==> src/verilog/dtcl_defs.svh <==
// Offsets, field positions, reset values, codes and timing of the terminal command logic
`ifndef DTCL_DEFS_SVH
`define DTCL_DEFS_SVH
// ****************************************
// Register byte offsets
// ****************************************
`define DTCL_OFS_CTRL 8'h00
`define DTCL_OFS_ASG0 8'h04
`define DTCL_OFS_DECEL 8'h18
`define DTCL_OFS_STAT 8'h1C
`define DTCL_OFS_MON 8'h20
// ****************************************
// Fields and reset values
// ****************************************
`define DTCL_CTRL_PROT 0
`define DTCL_CTRL_POL 1
`define DTCL_NTERM 5
`define DTCL_NIN 7
`define DTCL_ASG_NONE 11'h7FF
`define DTCL_RST_DECEL 16'h0064
`define DTCL_NEG_OFS 11'h3E8
`define DTCL_ALM_EXT 8'h01
`define DTCL_ALM_FSTOP 8'h02
// ****************************************
// Timing
// ****************************************
`define DTCL_CLK_NS 50
`define DTCL_TICK_NS 1000000
// ****************************************
// Assignment codes and function slots
// ****************************************
`define DTCL_NFN 17
`define DTCL_C_HLD 11'h006
`define DTCL_C_BX 11'h007
`define DTCL_C_RST 11'h008
`define DTCL_C_THR 11'h009
`define DTCL_C_HZ 11'h00B
`define DTCL_C_DCB 11'h00D
`define DTCL_C_WEKP 11'h013
`define DTCL_C_IVS 11'h015
`define DTCL_C_IL 11'h016
`define DTCL_C_LE 11'h018
`define DTCL_C_UDI 11'h019
`define DTCL_C_STM 11'h01A
`define DTCL_C_STOP 11'h01E
`define DTCL_C_LOC 11'h023
`define DTCL_C_DWP 11'h027
`define DTCL_C_FR 11'h057
`define DTCL_C_ALT_RUN_FORWARD 11'h058
`define DTCL_C_ALT_RUN_REVERSE 11'h059
`define DTCL_F_HLD 0
`define DTCL_F_BX 1
`define DTCL_F_RST 2
`define DTCL_F_THR 3
`define DTCL_F_HZ 4
`define DTCL_F_DCB 5
`define DTCL_F_WEKP 6
`define DTCL_F_IVS 7
`define DTCL_F_IL 8
`define DTCL_F_LE 9
`define DTCL_F_STM 10
`define DTCL_F_STOP 11
`define DTCL_F_LOC 12
`define DTCL_F_DWP 13
`define DTCL_F_FR 14
`define DTCL_F_ALT_RUN_FORWARD 15
`define DTCL_F_ALT_RUN_REVERSE 16
`endif

==> src/verilog/dtcl_pkg.sv <==
// Types shared by the terminal command logic
package dtcl_pkg;
    // Forced stop sequence
    typedef enum logic [1:0] {
        DTCL_FS_IDLE = 2'b00,
        DTCL_FS_DECEL = 2'b01,
        DTCL_FS_ALARM = 2'b10
    } dtcl_fstop_t;
    // Run command sources
    typedef enum logic [1:0] {
        DTCL_RUN_TERM = 2'b00,
        DTCL_RUN_ALT = 2'b01,
        DTCL_RUN_KEYPAD = 2'b10,
        DTCL_RUN_COMM = 2'b11
    } dtcl_rsrc_t;
    // Frequency command sources
    typedef enum logic [1:0] {
        DTCL_FRQ_PRI = 2'b00,
        DTCL_FRQ_SEC = 2'b01,
        DTCL_FRQ_KEYPAD = 2'b10,
        DTCL_FRQ_COMM = 2'b11
    } dtcl_fsrc_t;
    typedef struct packed {
        logic [6:0] s1;
        logic [6:0] s2;
        logic [6:0] s3;
        logic [6:0] lvl;
    } dtcl_sync_st_t;
    typedef struct packed {
        logic run_fwd;
        logic run_rev;
        logic out_en;
        logic decel;
        logic dcb;
        logic heat;
        logic fault;
        logic [7:0] code;
        dtcl_fsrc_t fsrc;
        logic inv;
        logic restart;
        logic ss;
        dtcl_rsrc_t rsrc;
        logic [4:0] mon;
        logic edit_ok;
    } dtcl_out_t;
    typedef struct packed {
        logic ack;
        logic [31:0] rdata;
        logic prot;
        logic pol;
        logic [4:0][10:0] asg;
        logic [15:0] decel;
        logic lf;
        logic lr;
        logic fw_p;
        logic rv_p;
        logic rst_p;
        logic trip;
        logic run_p;
        dtcl_fstop_t fs;
        logic [14:0] tick_cnt;
        logic [15:0] dcnt;
        dtcl_out_t o;
    } dtcl_core_st_t;
endpackage

==> src/verilog/dtcl_sync.sv <==
// Three-stage input synchroniser with agreement filter
`timescale 1ns/1ps
`default_nettype none
`include "dtcl_defs.svh"
module dtcl_sync (
    input wire logic clock, // Control clock
    input wire logic resetn, // Async reset, low
    input wire logic [`DTCL_NIN-1:0] raw, // Pin levels
    output logic [`DTCL_NIN-1:0] lvl // Settled levels
);
    dtcl_pkg::dtcl_sync_st_t st_q, st_d;
    logic [`DTCL_NIN-1:0] agree;

    // A change counts only once stages two and three agree
    always_comb begin
        st_d = st_q;
        agree = ~(st_q.s2 ^ st_q.s3);
        st_d.s1 = raw;
        st_d.s2 = st_q.s1;
        st_d.s3 = st_q.s2;
        st_d.lvl = (st_q.s2 & agree) | (st_q.lvl & ~agree);
    end

    // State register
    always_ff @(posedge clock or negedge resetn) begin
        if (!resetn) begin
            st_q <= '0;
        end else begin
            st_q <= st_d;
        end
    end

    assign lvl = st_q.lvl;
endmodule
`default_nettype wire

==> src/verilog/dtcl_decode.sv <==
// Maps terminal assignment codes onto command levels
`timescale 1ns/1ps
`default_nettype none
`include "dtcl_defs.svh"
module dtcl_decode (
    input wire logic [`DTCL_NTERM-1:0][10:0] asg, // Codes
    input wire logic [`DTCL_NTERM-1:0] lvl, // Terminal levels
    output logic [`DTCL_NFN-1:0] fn_on, // Command active
    output logic [`DTCL_NFN-1:0] fn_asg, // Command assigned
    output logic [`DTCL_NTERM-1:0] mon // Monitor-only bits
);
    localparam logic [`DTCL_NFN-1:0][10:0] CODES = {
        `DTCL_C_ALT_RUN_REVERSE, `DTCL_C_ALT_RUN_FORWARD, `DTCL_C_FR, `DTCL_C_DWP,
        `DTCL_C_LOC, `DTCL_C_STOP, `DTCL_C_STM, `DTCL_C_LE,
        `DTCL_C_IL, `DTCL_C_IVS, `DTCL_C_WEKP, `DTCL_C_DCB,
        `DTCL_C_HZ, `DTCL_C_THR, `DTCL_C_RST, `DTCL_C_BX, `DTCL_C_HLD};
    // Fail-safe commands are active when the pin is off
    localparam logic [`DTCL_NFN-1:0] FSAFE = 17'h0_0808;
    // Commands with no active-off variant
    localparam logic [`DTCL_NFN-1:0] NONEG = 17'h1_A020;

    // Returns {assigned, invert} for one terminal and one command
    function automatic logic [1:0] match(input logic [10:0] c, input logic [10:0] b,
                                         input logic fs, input logic noneg);
        logic [10:0] nb;
        nb = 11'(b + `DTCL_NEG_OFS);
        if (c == b) begin
            match = {1'b1, fs};
        end else if (!noneg && c == nb) begin
            match = {1'b1, ~fs};
        end else begin
            match = 2'b00;
        end
    endfunction

    // OR every terminal carrying a command into its level
    always_comb begin
        logic [1:0] m;
        m = 2'b00;
        fn_on = '0;
        fn_asg = '0;
        mon = '0;
        for (int t = 0; t < `DTCL_NTERM; t++) begin
            for (int f = 0; f < `DTCL_NFN; f++) begin
                m = match(asg[t], CODES[f], FSAFE[f], NONEG[f]);
                fn_asg[f] = fn_asg[f] | m[1];
                fn_on[f] = fn_on[f] | (m[1] & (lvl[t] ^ m[0]));
            end
            m = match(asg[t], `DTCL_C_UDI, 1'b0, 1'b0);
            mon[t] = m[1] & (lvl[t] ^ m[0]);
        end
    end
endmodule
`default_nettype wire

==> src/verilog/dtcl_core.sv <==
// Terminal command interpreter of the drive, with Avalon-MM register slave
`timescale 1ns/1ps
`default_nettype none
`include "dtcl_defs.svh"
module dtcl_core #(
    parameter int TICK_CYCLES = `DTCL_TICK_NS / `DTCL_CLK_NS // Cycles per 1 ms
) (
    input wire logic clock, // 20 MHz control clock
    input wire logic resetn, // Async reset, low
    input wire logic [7:0] address, // Avalon byte address
    input wire logic read, // Avalon read
    input wire logic write, // Avalon write
    input wire logic [31:0] writedata, // Avalon write data
    output logic [31:0] readdata, // Avalon read data
    output logic waitrequest, // Avalon wait
    input wire logic [`DTCL_NTERM-1:0] term_in, // Programmable terminals
    input wire logic run_forward_cmd, // Forward pin
    input wire logic run_reverse_cmd, // Reverse pin
    input wire logic motor_halted, // Motor at standstill
    input wire logic keypad_fwd, // Keypad forward run
    input wire logic keypad_rev, // Keypad reverse run
    input wire logic comm_fwd, // Link forward run
    input wire logic comm_rev, // Link reverse run
    output logic run_fwd_out, // Run forward
    output logic run_rev_out, // Run reverse
    output logic output_enable, // Output stage enabled
    output logic forced_decel, // Forced-stop ramp
    output logic dc_brake_on, // Continuous DC brake
    output logic heating_on, // Condensation heating
    output logic fault_relay_output, // Fault relay
    output logic [7:0] alarm_code, // Alarm shown, 0 none
    output logic [1:0] freq_src, // Frequency source
    output logic analog_invert, // Primary analog inverse
    output logic restart_enable, // Power failure seen
    output logic speed_search_en, // Search at start
    output logic [1:0] run_src, // Run command source
    output logic [`DTCL_NTERM-1:0] monitored_bits, // Monitor-only to link
    output logic keypad_edit_allowed // Edit other settings
);
    // ****************************************
    // Declarations
    // ****************************************
    localparam logic [14:0] TICK_LAST = 15'(TICK_CYCLES - 1);
    dtcl_pkg::dtcl_core_st_t st_q, st_d;
    logic [`DTCL_NIN-1:0] sync_lvl;
    logic [`DTCL_NFN-1:0] fn_on, fn_asg;
    logic [`DTCL_NTERM-1:0] mon;
    logic fw, rv, req, tick, rst_rise, rst_fall, le, run_latch_enable;
    logic trip_now, fs_in, blocked, sf, sr, run_now;
    logic [3:0] slot;
    logic [31:0] rd_mux;

    // Hits the terminal assignment window; returns {hit, index}
    function automatic logic [3:0] asg_slot(input logic [7:0] a);
        logic [7:0] d;
        d = 8'(a - `DTCL_OFS_ASG0);
        asg_slot = {(d[1:0] == 2'b00) && (d[7:2] < 6'(`DTCL_NTERM)), d[4:2]};
    endfunction

    // ****************************************
    // Input capture and decoding
    // ****************************************
    dtcl_sync u_sync (
        .clock(clock),
        .resetn(resetn),
        .raw({run_reverse_cmd, run_forward_cmd, term_in}),
        .lvl(sync_lvl)
    );

    dtcl_decode u_dec (
        .asg(st_q.asg),
        .lvl(sync_lvl[`DTCL_NTERM-1:0]),
        .fn_on(fn_on),
        .fn_asg(fn_asg),
        .mon(mon)
    );

    // Named views of decoded commands
    assign fw = sync_lvl[`DTCL_NTERM];
    assign rv = sync_lvl[`DTCL_NTERM+1];
    assign run_latch_enable = fn_on[`DTCL_F_HLD];
    assign trip_now = fn_on[`DTCL_F_THR];
    assign fs_in = fn_on[`DTCL_F_STOP];
    assign le = ~fn_asg[`DTCL_F_LE] | fn_on[`DTCL_F_LE];
    assign rst_rise = fn_on[`DTCL_F_RST] & ~st_q.rst_p;
    assign rst_fall = ~fn_on[`DTCL_F_RST] & st_q.rst_p;
    assign tick = (st_q.tick_cnt == TICK_LAST);
    assign req = read | write;
    assign slot = asg_slot(address);

    // ****************************************
    // Register read mux
    // ****************************************
    always_comb begin
        rd_mux = 32'h0000_0000;
        if (slot[3]) begin
            rd_mux = {21'h00_0000, st_q.asg[slot[2:0]]};
        end else begin
            case (address)
                `DTCL_OFS_CTRL: begin
                    rd_mux = {30'h0000_0000, st_q.pol, st_q.prot};
                end
                `DTCL_OFS_DECEL: begin
                    rd_mux = {16'h0000, st_q.decel};
                end
                `DTCL_OFS_STAT: begin
                    rd_mux = {14'h0000, st_q.fs, st_q.o.code, 1'b0, ~st_q.o.out_en,
                              st_q.o.ss, st_q.lr, st_q.lf, st_q.trip, st_q.o.run_fwd | st_q.o.run_rev,
                              st_q.o.fault};
                end
                `DTCL_OFS_MON: begin
                    rd_mux = {27'h000_0000, mon};
                end
                default: begin
                    rd_mux = 32'h0000_0000;
                end
            endcase
        end
    end

    // Answer one cycle after the request appears
    assign waitrequest = req & ~st_q.ack;

    // ****************************************
    // Next-state logic
    // ****************************************
    always_comb begin
        st_d = st_q;
        sf = 1'b0;
        sr = 1'b0;
        // Bus slave: read data captured first, write lands with the ack
        st_d.ack = req & ~st_q.ack;
        if (read && !st_q.ack) begin
            st_d.rdata = rd_mux;
        end
        if (write && st_q.ack) begin
            if (slot[3]) begin
                st_d.asg[slot[2:0]] = writedata[10:0];
            end else if (address == `DTCL_OFS_CTRL) begin
                st_d.prot = writedata[`DTCL_CTRL_PROT];
                st_d.pol = writedata[`DTCL_CTRL_POL];
            end else if (address == `DTCL_OFS_DECEL) begin
                st_d.decel = writedata[15:0];
            end
        end

        // Millisecond enable for the forced-stop ramp
        st_d.tick_cnt = tick ? 15'h0000 : 15'(st_q.tick_cnt + 15'h0001);

        // 3-wire self-hold; without the hold command never latches
        st_d.fw_p = fw;
        st_d.rv_p = rv;
        if (!run_latch_enable) begin
            st_d.lf = 1'b0;
            st_d.lr = 1'b0;
        end else if (!st_q.lf && !st_q.lr) begin
            st_d.lf = fw & ~st_q.fw_p & ~(rv & ~st_q.rv_p);
            st_d.lr = rv & ~st_q.rv_p & ~(fw & ~st_q.fw_p);
        end

        // External trip holds until the reset command is released
        st_d.rst_p = fn_on[`DTCL_F_RST];
        st_d.trip = trip_now | (st_q.trip & ~rst_fall);

        // Forced stop: ramp, then alarm until reset
        case (st_q.fs)
            dtcl_pkg::DTCL_FS_IDLE: begin
                st_d.dcnt = 16'h0000;
                if (fs_in) begin
                    st_d.fs = dtcl_pkg::DTCL_FS_DECEL;
                end
            end
            dtcl_pkg::DTCL_FS_DECEL: begin
                if (tick) begin
                    st_d.dcnt = 16'(st_q.dcnt + 16'h0001);
                end
                if (motor_halted || st_q.dcnt >= st_q.decel) begin
                    st_d.fs = dtcl_pkg::DTCL_FS_ALARM;
                end
            end
            dtcl_pkg::DTCL_FS_ALARM: begin
                if (rst_fall && !fs_in) begin
                    st_d.fs = dtcl_pkg::DTCL_FS_IDLE;
                end
            end
            default: begin
                st_d.fs = dtcl_pkg::DTCL_FS_IDLE;
            end
        endcase

        // Fault relay: cleared by reset-on, new causes win the same cycle
        if (rst_rise) begin
            st_d.o.fault = 1'b0;
        end
        if (rst_fall) begin
            st_d.o.code = 8'h00;
        end
        if (trip_now && !st_q.trip) begin
            st_d.o.fault = 1'b1;
            st_d.o.code = `DTCL_ALM_EXT;
        end
        if (st_d.fs == dtcl_pkg::DTCL_FS_ALARM && st_q.fs != dtcl_pkg::DTCL_FS_ALARM) begin
            st_d.o.fault = 1'b1;
            st_d.o.code = `DTCL_ALM_FSTOP;
        end

        // Run source priority: link, keypad, alternate, terminals
        if (le) begin
            st_d.o.rsrc = dtcl_pkg::DTCL_RUN_COMM;
            sf = comm_fwd;
            sr = comm_rev;
        end else if (fn_on[`DTCL_F_LOC]) begin
            st_d.o.rsrc = dtcl_pkg::DTCL_RUN_KEYPAD;
            sf = keypad_fwd;
            sr = keypad_rev;
        end else if (fn_on[`DTCL_F_FR]) begin
            st_d.o.rsrc = dtcl_pkg::DTCL_RUN_ALT;
            sf = fn_on[`DTCL_F_ALT_RUN_FORWARD];
            sr = fn_on[`DTCL_F_ALT_RUN_REVERSE];
        end else begin
            st_d.o.rsrc = dtcl_pkg::DTCL_RUN_TERM;
            sf = fw | st_q.lf;
            sr = rv | st_q.lr;
        end

        // Frequency source priority: link, keypad, secondary, primary
        if (le) begin
            st_d.o.fsrc = dtcl_pkg::DTCL_FRQ_COMM;
        end else if (fn_on[`DTCL_F_LOC]) begin
            st_d.o.fsrc = dtcl_pkg::DTCL_FRQ_KEYPAD;
        end else if (fn_on[`DTCL_F_HZ]) begin
            st_d.o.fsrc = dtcl_pkg::DTCL_FRQ_SEC;
        end else begin
            st_d.o.fsrc = dtcl_pkg::DTCL_FRQ_PRI;
        end

        // Both directions at once means stop; any stop cause blocks run
        blocked = fn_on[`DTCL_F_BX] | st_d.trip | (st_d.fs != dtcl_pkg::DTCL_FS_IDLE);
        st_d.o.run_fwd = sf & ~sr & ~blocked;
        st_d.o.run_rev = sr & ~sf & ~blocked;
        run_now = st_d.o.run_fwd | st_d.o.run_rev;
        st_d.run_p = run_now;
        if (run_now && !st_q.run_p) begin
            st_d.o.ss = fn_on[`DTCL_F_STM];
        end

        // Coast: output stage off, no alarm for plain coast stop
        st_d.o.out_en = ~(fn_on[`DTCL_F_BX] | st_d.trip);
        st_d.o.decel = (st_d.fs == dtcl_pkg::DTCL_FS_DECEL);
        st_d.o.dcb = fn_on[`DTCL_F_DCB];
        st_d.o.heat = fn_on[`DTCL_F_DWP] & motor_halted;
        st_d.o.inv = (st_d.o.fsrc == dtcl_pkg::DTCL_FRQ_PRI) & (st_q.pol ^ fn_on[`DTCL_F_IVS]);
        st_d.o.restart = fn_on[`DTCL_F_IL];
        st_d.o.mon = mon;
        // Protect setting itself is always editable
        st_d.o.edit_ok = (~fn_asg[`DTCL_F_WEKP] | fn_on[`DTCL_F_WEKP]) & ~st_q.prot;
    end

    // ****************************************
    // State register
    // ****************************************
    always_ff @(posedge clock or negedge resetn) begin
        if (!resetn) begin
            st_q <= '0;
            st_q.asg <= {`DTCL_NTERM{`DTCL_ASG_NONE}};
            st_q.decel <= `DTCL_RST_DECEL;
        end else begin
            st_q <= st_d;
        end
    end

    // ****************************************
    // Outputs
    // ****************************************
    assign readdata = st_q.rdata;
    assign run_fwd_out = st_q.o.run_fwd;
    assign run_rev_out = st_q.o.run_rev;
    assign output_enable = st_q.o.out_en;
    assign forced_decel = st_q.o.decel;
    assign dc_brake_on = st_q.o.dcb;
    assign heating_on = st_q.o.heat;
    assign fault_relay_output = st_q.o.fault;
    assign alarm_code = st_q.o.code;
    assign freq_src = st_q.o.fsrc;
    assign analog_invert = st_q.o.inv;
    assign restart_enable = st_q.o.restart;
    assign speed_search_en = st_q.o.ss;
    assign run_src = st_q.o.rsrc;
    assign monitored_bits = st_q.o.mon;
    assign keypad_edit_allowed = st_q.o.edit_ok;
endmodule
`default_nettype wire

==> config.mk <==
export PLATFORM = sky130hd
export DESIGN_NAME = dtcl_core
export DESIGN_NICKNAME = d
export VERILOG_FILES = /design/src/verilog/dtcl_pkg.sv /design/src/verilog/dtcl_sync.sv /design/src/verilog/dtcl_decode.sv /design/src/verilog/dtcl_core.sv
export VERILOG_INCLUDE_DIRS = /design/src /design/src/verilog
export SDC_FILE = /design/constraint.sdc
export NUM_CORES = 1
export LEC_CHECK = 0
export ABC_AREA = 1
export BUFFER_PORTS_ARGS = -buffer_cell sky130_fd_sc_hd__buf_2
export CAP_MARGIN = 20
export CORE_MARGIN = 2
export CORE_UTILIZATION = 54
export CTS_CLUSTER_DIAMETER = 40
export DETAILED_ROUTE_END_ITERATION = 16
export HOLD_SLACK_MARGIN = 0.15
export PLACE_DENSITY = 0.8
export SKIP_LAST_GASP = 1
export SLEW_MARGIN = 10
export SYNTH_ARGS = -nofsm -noshare
export SYNTH_HDL_FRONTEND = slang
export SYNTH_SLANG_ARGS = --single-unit
==> constraint.sdc <==
create_clock -name clock -period 2.7 [get_ports clock]
set_input_delay 0.54 -clock clock [delete_from_list [all_inputs] [get_ports clock]]
set_output_delay 0.54 -clock clock [all_outputs]
set_load 0.02 [all_outputs]
==> results of run 1 <==
layout make-up:
| cell class | count | area share, % |
|---|---|---|
| Clock buffer | 18 | 3.38 |
| Clock inverter | 14 | 1.25 |
| Inverter | 212 | 6.27 |
| Multi-Input combinational cell | 1094 | 43.8 |
| Sequential cell | 181 | 36.3 |
| Tap cell | 275 | 2.71 |
| Timing Repair Buffer | 127 | 6.30 |
metal layers:
| layer | share of wire (%) | global-route usage (%) |
|---|---|---|
| met4 | 5.0 | 16.6 |
| met3 | 7.1 | 5.60 |
| met1 | 42 | 46.5 |
| met2 | 46 | 58.6 |
| met5 | 0 | 0 |
flip-flops by register name, summed over array words and instances, names as in the netlist, named ones only:
| signal | cells |
|---|---|
| st_q | 114 |
| readdata | 18 |
| u_sync.st_d | 14 |
| u_sync.st_q | 7 |
| monitored_bits | 5 |
| alarm_code | 2 |
| run_src | 2 |
| analog_invert | 1 |
| dc_brake_on | 1 |
| fault_relay_output | 1 |
| forced_decel | 1 |
| freq_src | 1 |
| heating_on | 1 |
| keypad_edit_allowed | 1 |
| output_enable | 1 |
| restart_enable | 1 |
| run_fwd_out | 1 |
| run_rev_out | 1 |
| speed_search_en | 1 |
placed cells by master (no fill, tap or decap), types with 5 or more instances in the layout:
| cell | synthesis | routed |
|---|---|---|
| nand2_1 | 360 | 360 |
| nand3_1 | 130 | 129 |
| inv_1 | 193 | 193 |
| ha_1 | 23 | 23 |
| maj3_1 | 7 | 7 |
| dfstp_2 | 58 | 58 |
| o22ai_1 | 10 | 10 |
| clkbuf_16 | 0 | 17 |
| buf_2 | 7 | 79 |
| a21oi_1 | 39 | 39 |
| a31oi_1 | 11 | 11 |
| o41ai_1 | 9 | 9 |
| conb_1 | 1 | 20 |
| nor4_1 | 6 | 6 |
| a221oi_1 | 9 | 9 |
| nand2_2 | 18 | 18 |
| o21ai_0 | 108 | 108 |
| xor2_1 | 11 | 11 |
| nor3_1 | 31 | 30 |
| mux2_2 | 5 | 5 |
| nand4_1 | 30 | 30 |
| nand3_2 | 5 | 6 |
| nor2_1 | 178 | 177 |
| nor2_4 | 11 | 11 |
| nor2_2 | 22 | 23 |
| inv_2 | 15 | 15 |
| dfrtp_1 | 123 | 123 |
| buf_4 | 50 | 43 |
worst paths after layout:
check                      slack (ns)                     endpoint  cells past startpoint                 startpoint
max                              0.08  speed_search_en$_DFFE_PN0P_                     15      st_q[101]$_DFFE_PN1P_
min                              0.20    u_sync.st_d[14]$_DFF_PN0_                      1                 term_in[0]
max reg2reg                      0.08  speed_search_en$_DFFE_PN0P_                     15      st_q[101]$_DFFE_PN1P_
min reg2reg                      0.35     u_sync.st_d[8]$_DFF_PN0_                      0  u_sync.st_d[15]$_DFF_PN0_
max in group asynchronous        1.33    u_sync.st_d[18]$_DFF_PN0_                      3                     resetn
min in group asynchronous        0.60         st_q[42]$_DFFE_PN0P_                      2                     resetn
power groups by stage:
stage | combinational, mW | clock [mW] | sequential, mW
6_report | 0.933 | 2.55 | 2.97
5_1_grt | 1.01 | 2.66 | 2.98
4_1_cts | 0.918 | 2.57 | 2.97
3_5_place_dp | 0.913 | 0 | 3.02
3_3_place_gp | 0.894 | 0 | 3.01
2_1_floorplan | 0.624 | 0 | 2.98
critical path, stage by stage, from the launching register on:
cell and delay, ns:
dfstp_2 0.62, nand3_1 0.11, nor2_1 0.39, nand2_1 0.15, nor3_1 0.32, nand2_1 0.09, nand2_1 0.09, nor2_1 0.06
nand3_1 0.18, nor2_4 0.07, nand2_2 0.08, nor2_4 0.05, nand3_2 0.07, nand2_2 0.09, nand3_1 0.08, nand2_1 0.05
per-stage QoR:
| step | instances | cell area, sq um | hold slack, ns | utilization (%) | setup WS, ns |
|---|---|---|---|---|---|
| after floorplan | 1560 | 11400 | 0.244 | - | 0.441 |
| after global placement | 1884 | 12000 | 0.333 | 57.8 | 0.0700 |
| after detailed placement | 1884 | 12000 | 0.336 | 57.8 | 0.00549 |
| after CTS | 1917 | 12600 | 0.197 | 60.7 | 0.131 |
| after global routing | 1921 | 12700 | 0.193 | 60.9 | 0.00481 |
| final | 1921 | 12700 | 0.197 | 60.9 | 0.0761 |
repair_timing:
action	CTS	global route
hold buffers	1	0
hold endpoints to repair	26	0
setup buffers	0	4
resized for setup	0	3
setup endpoints to repair	0	1
cells by family (layout without fill, tap and decap cells):
group | Yosys count | in the layout | share of synthesized area, %
simple gates | 805 | 805 | 32.0
buf+inv | 285 | 371 | 11.2
compound gates | 220 | 220 | 11.5
flops | 181 | 181 | 40.6
fa+ha+maj | 30 | 30 | 3.15
xor+xnor | 14 | 14 | 1.15
mux | 5 | 5 | 0.496
other cells | 1 | 20 | 0.0331
==> impl.org, run 1 <==
** STA
- For this run, the top clock speed supported by timing is 0.381 GHz.
- Headroom to the max-slew limit came out at 47.4%.
- Transition at the pin with the smallest max-transition slack :: 0.782 ns
- Min cycle time layout :: 2.62 ns
- RSZ-0062 raised after global routing :: no
- Max-slew violations :: 0
- Setup violations remaining at the end of the flow were counted as 0.
- Final count of hold timing violations :: 0
- Of the available clock period, the critical path in the final layout requires 97.2%.
- Final sum of negative setup slack :: 0 ns
- Clock skew on the completed layout was measured at 0.0122 ns.

** Power
- Worst IR Drop VDD :: 377 uV
- Power spread over the standard cell area amounts to 509 nW/um^2.
- Net switching power :: 2.02 mW
- In this run the static leakage power is 5.89 nW.
- Internal power summed over all cells :: 4.43 mW
- Sequential share of power :: 46.0%
- Net switching is 31.3% of the power.
- The design draws 6.46 mW.
- Combinational cell fraction of total power :: 14.5%
- Of the total power, the clock network draws 39.5%.

** Layout
- Sequential cell area :: 4600 sq um
- 0 antenna diodes ended up in the layout.
- Layout fillers :: 1908
- After the last flow step, the layout net total stands at 1712.
- Ratio of cells with drive above 1 in the final layout :: 18.7%
- Multi-input gate area :: 5560 sq um
- Relative to the synthesized area, the layout overhead comes to 11.8%.

** Routing
- Avg Vias per Cell :: 5.76
- Detail-routed net length per standard cell :: 20.4 microns
- Initial DRC count :: 1168
- Post-detailed-route DRC marker count :: 0
- Antenna violation net count after detailed routing :: 0
- Wires add up to 39100 microns.
- Drt first pass iters :: 8
- The detailed router placed 11100 vias in this run.

** Synthesis
- Of all flip-flops after synthesis, the portion carrying an async set or reset was 100%.
- Yosys instantiated no cell more often than nand2_1.
- Of all cell types, the one taking the most synthesized area is dfrtp_1.
- Mapped cell area :: 11300 sq um
- By count the netlist is led by nand2_1 (360), inv_1 (193), nor2_1 (178).
- Number of different library cells in the post-synthesis netlist :: 60
- Synthesis produced a netlist whose cell count is 1541.
- Sequential cells were found to cover 40.6% of the synthesized design area.
- Flip-flop cell with the highest count after synthesis :: dfrtp_1
- The synthesized design devotes to its leading area cell type 27.1% of total area.
- For this run, the number of Yosys warnings is 0.
- In this run, synthesis inferred 0 flip-flops with an integrated enable.
- Counting flops and latches in the post-synthesis netlist gives 181.
- Avg Synthesized Cell Area :: 7.36 sq um
- Synth top area cells :: dfrtp_1 (27%), dfstp_2 (13%), nand2_1 (12%), inv_1 (6.4%), nor2_1 (5.9%)

** Global route
- The number of antenna violations at the first check in global routing was 0.
- Vias in the first global route :: 10600
- Pin count of the biggest net entering global routing :: 78
- Across every metal layer, demand over resource in global routing totals 35.7%.
- Summed over all layers, the global routing overflow is 0.
- Global-route wire length before repair :: 59500 microns

** Flow run
- Max-cap violations in this run came to 0.

** Place
- In this run the tool buffered the top-level ports with 80 buffer cells.
- GP Congestion :: 1.10
- Placed wire-length estimate :: 31100 microns

** Clock tree
- The later pin in the worst-skew pair is clocked with a latency of 0.45 ns.
- The tree is rooted in a clkbuf_16.
- Total clock buffers created by CTS :: 17
- CTS clock-pin slew for the worst setup and hold paths :: 0.08 ns
- In this run the deepest clock path goes through 2 buffers.
- The H-tree generated during clock tree synthesis spans 4 levels.
- Clock tree from TritonCTS :: done
- Clock tree synthesis found a total of 181 sinks.

** Floorplanning
- After floorplanning, the core was divided into 53 placement rows.
- The die is 149 microns tall.
- The floorplan step defined a die boundary enclosing 22200 sq um.
- Once the floorplan was initialized, standard cells occupied 54.5% of the core.
- Top-level I/O count :: 117
- Width of the chip :: 149 microns
- Core area :: 20800 sq um

** Min path
- The tightest min-delay check is of the in2reg type.

** Worst setup path
- Along the worst path, the maximum fanout reaches 5.
- Critical path class :: reg2reg
- At the worst endpoint, the required time is 3.04 ns.
- Data arrives at the worst endpoint at 2.96 ns.
- CP endpoint kind :: register
- Critical path launch point type :: register

** Outcome
- The run finished with clean final reports.
No activity file was read; power rests on OpenSTA's default activity.
==> run 2, diff against run 1 <==
CORE_UTILIZATION = 50   (was 54)
PLACE_DENSITY = 0.75   (was 0.8)
==> run 2 against run 1 <==
Effect of this change:
- wire length is 1.6% lower
- combinational power hardly changed
- sequential cell count stayed put
- clock skew hardly changed
- clock power is 3% higher
- worst hold slack worse by 0.012 ns
- fmax is 3.8% higher
- register-to-register slack better by 0.09 ns
- worst setup slack better by 0.095 ns
==> impl.org, run 2 (synthesis gave the netlist of run 1 again) <==
** Outcome
- The run finished with clean final reports.

** Min path
- For hold timing, the worst endpoint is u_sync.st_d[14]$_DFF_PN0_.
- The number of cells on the worst hold path was 1 (unchanged).
- In this run the most critical hold path is launched from term_in[0].
- The path class of the tightest hold or removal check is in2reg.

** Routing
- Drt first pass iters :: 6 (-2)
- Final WL :: 38500 microns (-1.6%)
- The DRC violation total after the first TritonRoute iteration came to 1226 (+5.0%).
- Antenna violation net count after detailed routing :: 0 (unchanged)
- The routed via count came to 11000 (-0.95%).
- The per-cell via count in the routed design is 5.65 (-1.8%).
- The wire length per cell after detailed routing came to 19.9 microns (-2.5%).
- Post-detailed-route DRC marker count :: 0 (unchanged)

** Layout
- The total number of nets in the final design is 1719 (+0.41%).
- Antenna diode instance count :: 0 (unchanged)
- Counting flops per register, the top entry is st_q.
- The number of flip-flops in the largest register was 114 (unchanged).
- The core occupancy in the finished layout is 57.0% (-4.0 points).
- The fraction of final layout cells with drive strength greater than 1 was 19.2% (+0.59 points).
- Commonest non-fill, non-tap cell in the layout :: nand2_1
- Top library cells by usage in the layout, fill and taps aside :: nand2_1 (359), inv_1 (192), nor2_1 (177)
- Relative to the synthesized area, the layout overhead comes to 12.6%.

** STA
- The final number of setup-violating endpoints was 0 (unchanged).
- Final cycle utilization of the critical path :: 93.7% (-3.5 points)
- Clock Skew :: 0.0120 ns (-0.000177 ns)
- Min cycle time layout :: 2.53 ns (-0.0949 ns)
- Max-slew violations :: 0 (unchanged)
- Post-route worst hold slack :: 0.185 ns (-0.0117 ns)
- Transition at the pin with the smallest max-transition slack :: 0.933 ns (+0.151 ns)
- The sum of negative setup slack is 0 ns (unchanged).
- Fmax :: 0.395 GHz (+3.8%)
- Setup repair after global routing left no endpoint under its margin.
- Worst rel slew slack :: 37.0% (-10 points)
- The count of final hold-check violations was 0 (unchanged).

** Worst setup path
- The cell depth of the worst flop-to-flop path was 16 (+1).
- In this run the critical register-to-register path is launched from st_q[109]$_DFFE_PN1P_.
- Critical path class :: reg2reg
- The endpoint identified for the worst register-to-register timing path is speed_search_en$_DFFE_PN0P_.
- Register-to-register setup slack :: 0.17 ns (+0.09 ns)
- The arrival time of data at the critical path endpoint came to 2.87 ns (-0.09 ns).
- The worst setup path is captured at a register.
- CP Max Fanout :: 6 (+1)
- The required time at the worst-slack endpoint came to 3.04 ns (about the same).
- Critical path launch point type :: register

** Floorplanning
- The vertical extent of the die is 155 microns (+3.8%).
- Die area :: 23900 sq um (+7.8%)
- Top-level I/O count :: 117 (unchanged)
- The effective utilization at floorplan is 50.6% (-3.9 points).
- The width of the chip came to 155 microns (+3.8%).
- Core area :: 22400 sq um (+7.7%)
- The row count was 55 (+3.8%).

** Global route
- Vias in the first global route :: 10600 (+0.15%)
- Global-route wire length before repair :: 60000 microns (+0.81%)
- Initial antenna violation count :: 0 (unchanged)
- Pin count of the biggest net entering global routing :: 54 (-31%)
- Total track usage :: 33.1% (-2.6 points)
- Total gr overflow :: 0 (unchanged)

** Clock tree
- TritonCTS built the clock tree.
- The deepest clock path buffer count is 2 (unchanged).
- The total number of H-tree levels is 4 (unchanged).
- CTS clock-pin slew for the worst setup and hold paths :: 0.08 ns (about the same)
- Total clock buffers created by CTS :: 17 (unchanged)
- Master cell of the clock root buffer :: clkbuf_16
- Clock latency at the later pin of the worst-skew pair :: 0.46 ns (about the same)
- Sinks on Clock Net :: 181 (unchanged)

** Power
- The clock power share came to 40.3% (+0.8 points).
- Combinational cell fraction of total power :: 14.3% (-0.2 points)
- The part of the power in registers is 45.4% (-0.6 points).
- Worst IR Drop VDD :: 292 uV (-23%)
- Net switching power :: 2.08 mW (+2.8%)
- Power density normalized to cell area :: 511 nW/um^2 (+0.49%)
- The switching fraction of total power was 31.8% (+0.50 points).
- Internal power summed over all cells :: 4.45 mW (+0.47%)
- LEAKAGE :: 5.94 nW (+0.80%)

** Place
- Number of input and output port buffers inserted :: 80 (unchanged)
- GP Congestion :: 1.06 (-3.5%)
- Placed wire-length estimate :: 30900 microns (-0.68%)

** Flow run
- The max-cap check violation count was 0 (unchanged).
[run 2: how the worst max path moves through the flow]
stage                          start                          end  slack, ns  cells past startpoint
2_1_floorplan             address[2]         st_q[79]$_DFFE_PN0P_       0.44                     10
3_3_place_gp              address[2]      readdata[9]$_DFFE_PN0P_       0.08                     13
3_5_place_dp              address[2]      readdata[9]$_DFFE_PN0P_       0.04                     13
4_1_cts        st_q[101]$_DFFE_PN1P_  speed_search_en$_DFFE_PN0P_       0.16                     15
5_1_grt        st_q[129]$_DFFE_PN1P_  speed_search_en$_DFFE_PN0P_      0.008                     16
6_report       st_q[109]$_DFFE_PN1P_  speed_search_en$_DFFE_PN0P_       0.17                     16
[run 2: layout make-up]
class	instances	area, sq um
clock buffers	17	425
repair buffers	134	840
well taps	285	357
fillers	2111	9660
inverters	212	800
flip-flops and latches	181	4600
clock inverters	15	184
multi-input cells	1094	5570
[run 2: power groups by stage]
stage          sequential (mW)  clock, mW  combinational [mW]
3_3_place_gp              3.01          0               0.906
5_1_grt                   2.98       2.75                1.03
6_report                  2.97       2.63               0.936
4_1_cts                   2.96       2.63               0.928
3_5_place_dp              3.01          0               0.919
2_1_floorplan             2.98          0               0.624
[run 2: timing repair]
item | CTS | global route
endpoints found under the hold margin | 38 | 0
hold buffers | 1 | 0
gates resized for setup | 0 | 8
setup buffers | 0 | 2
endpoints found under the setup margin | 0 | 1
[run 2: worst max-delay path: stages (launching register included)]
cell and delay, ns:
dfstp_2 0.61, clkinvlp_4 0.18, nand2_1 0.13, nor2_1 0.07, nand3_2 0.12, nand2_1 0.08
nor2_1 0.14, buf_4 0.17, nand3_1 0.12, nand2_1 0.11, nand3_1 0.10, a21oi_2 0.18
nand3_2 0.10, nand2_2 0.12, nand2_1 0.06, nand2_1 0.06, nand2_1 0.05
[run 2: routing by layer]
metal  wire [microns]  up-vias  track usage, %
met5                0        -               0
met2            18400      505            55.8
met4             1290        0            11.7
li1                 -     5173               -
met1            15900     5175            42.7
met3             2900      101            6.36
[run 2: stage by stage]
step | cell area (sq um) | worst slack, ns | instances | power (mW)
final | 12800 | 0.171 | 1938 | 6.53
after global routing | 12800 | 0.00786 | 1938 | 6.75
after CTS | 12700 | 0.157 | 1936 | 6.52
after detailed placement | 12100 | 0.0383 | 1903 | 3.93
after global placement | 12100 | 0.0809 | 1903 | 3.91
after floorplan | 11400 | 0.441 | 1560 | 3.61
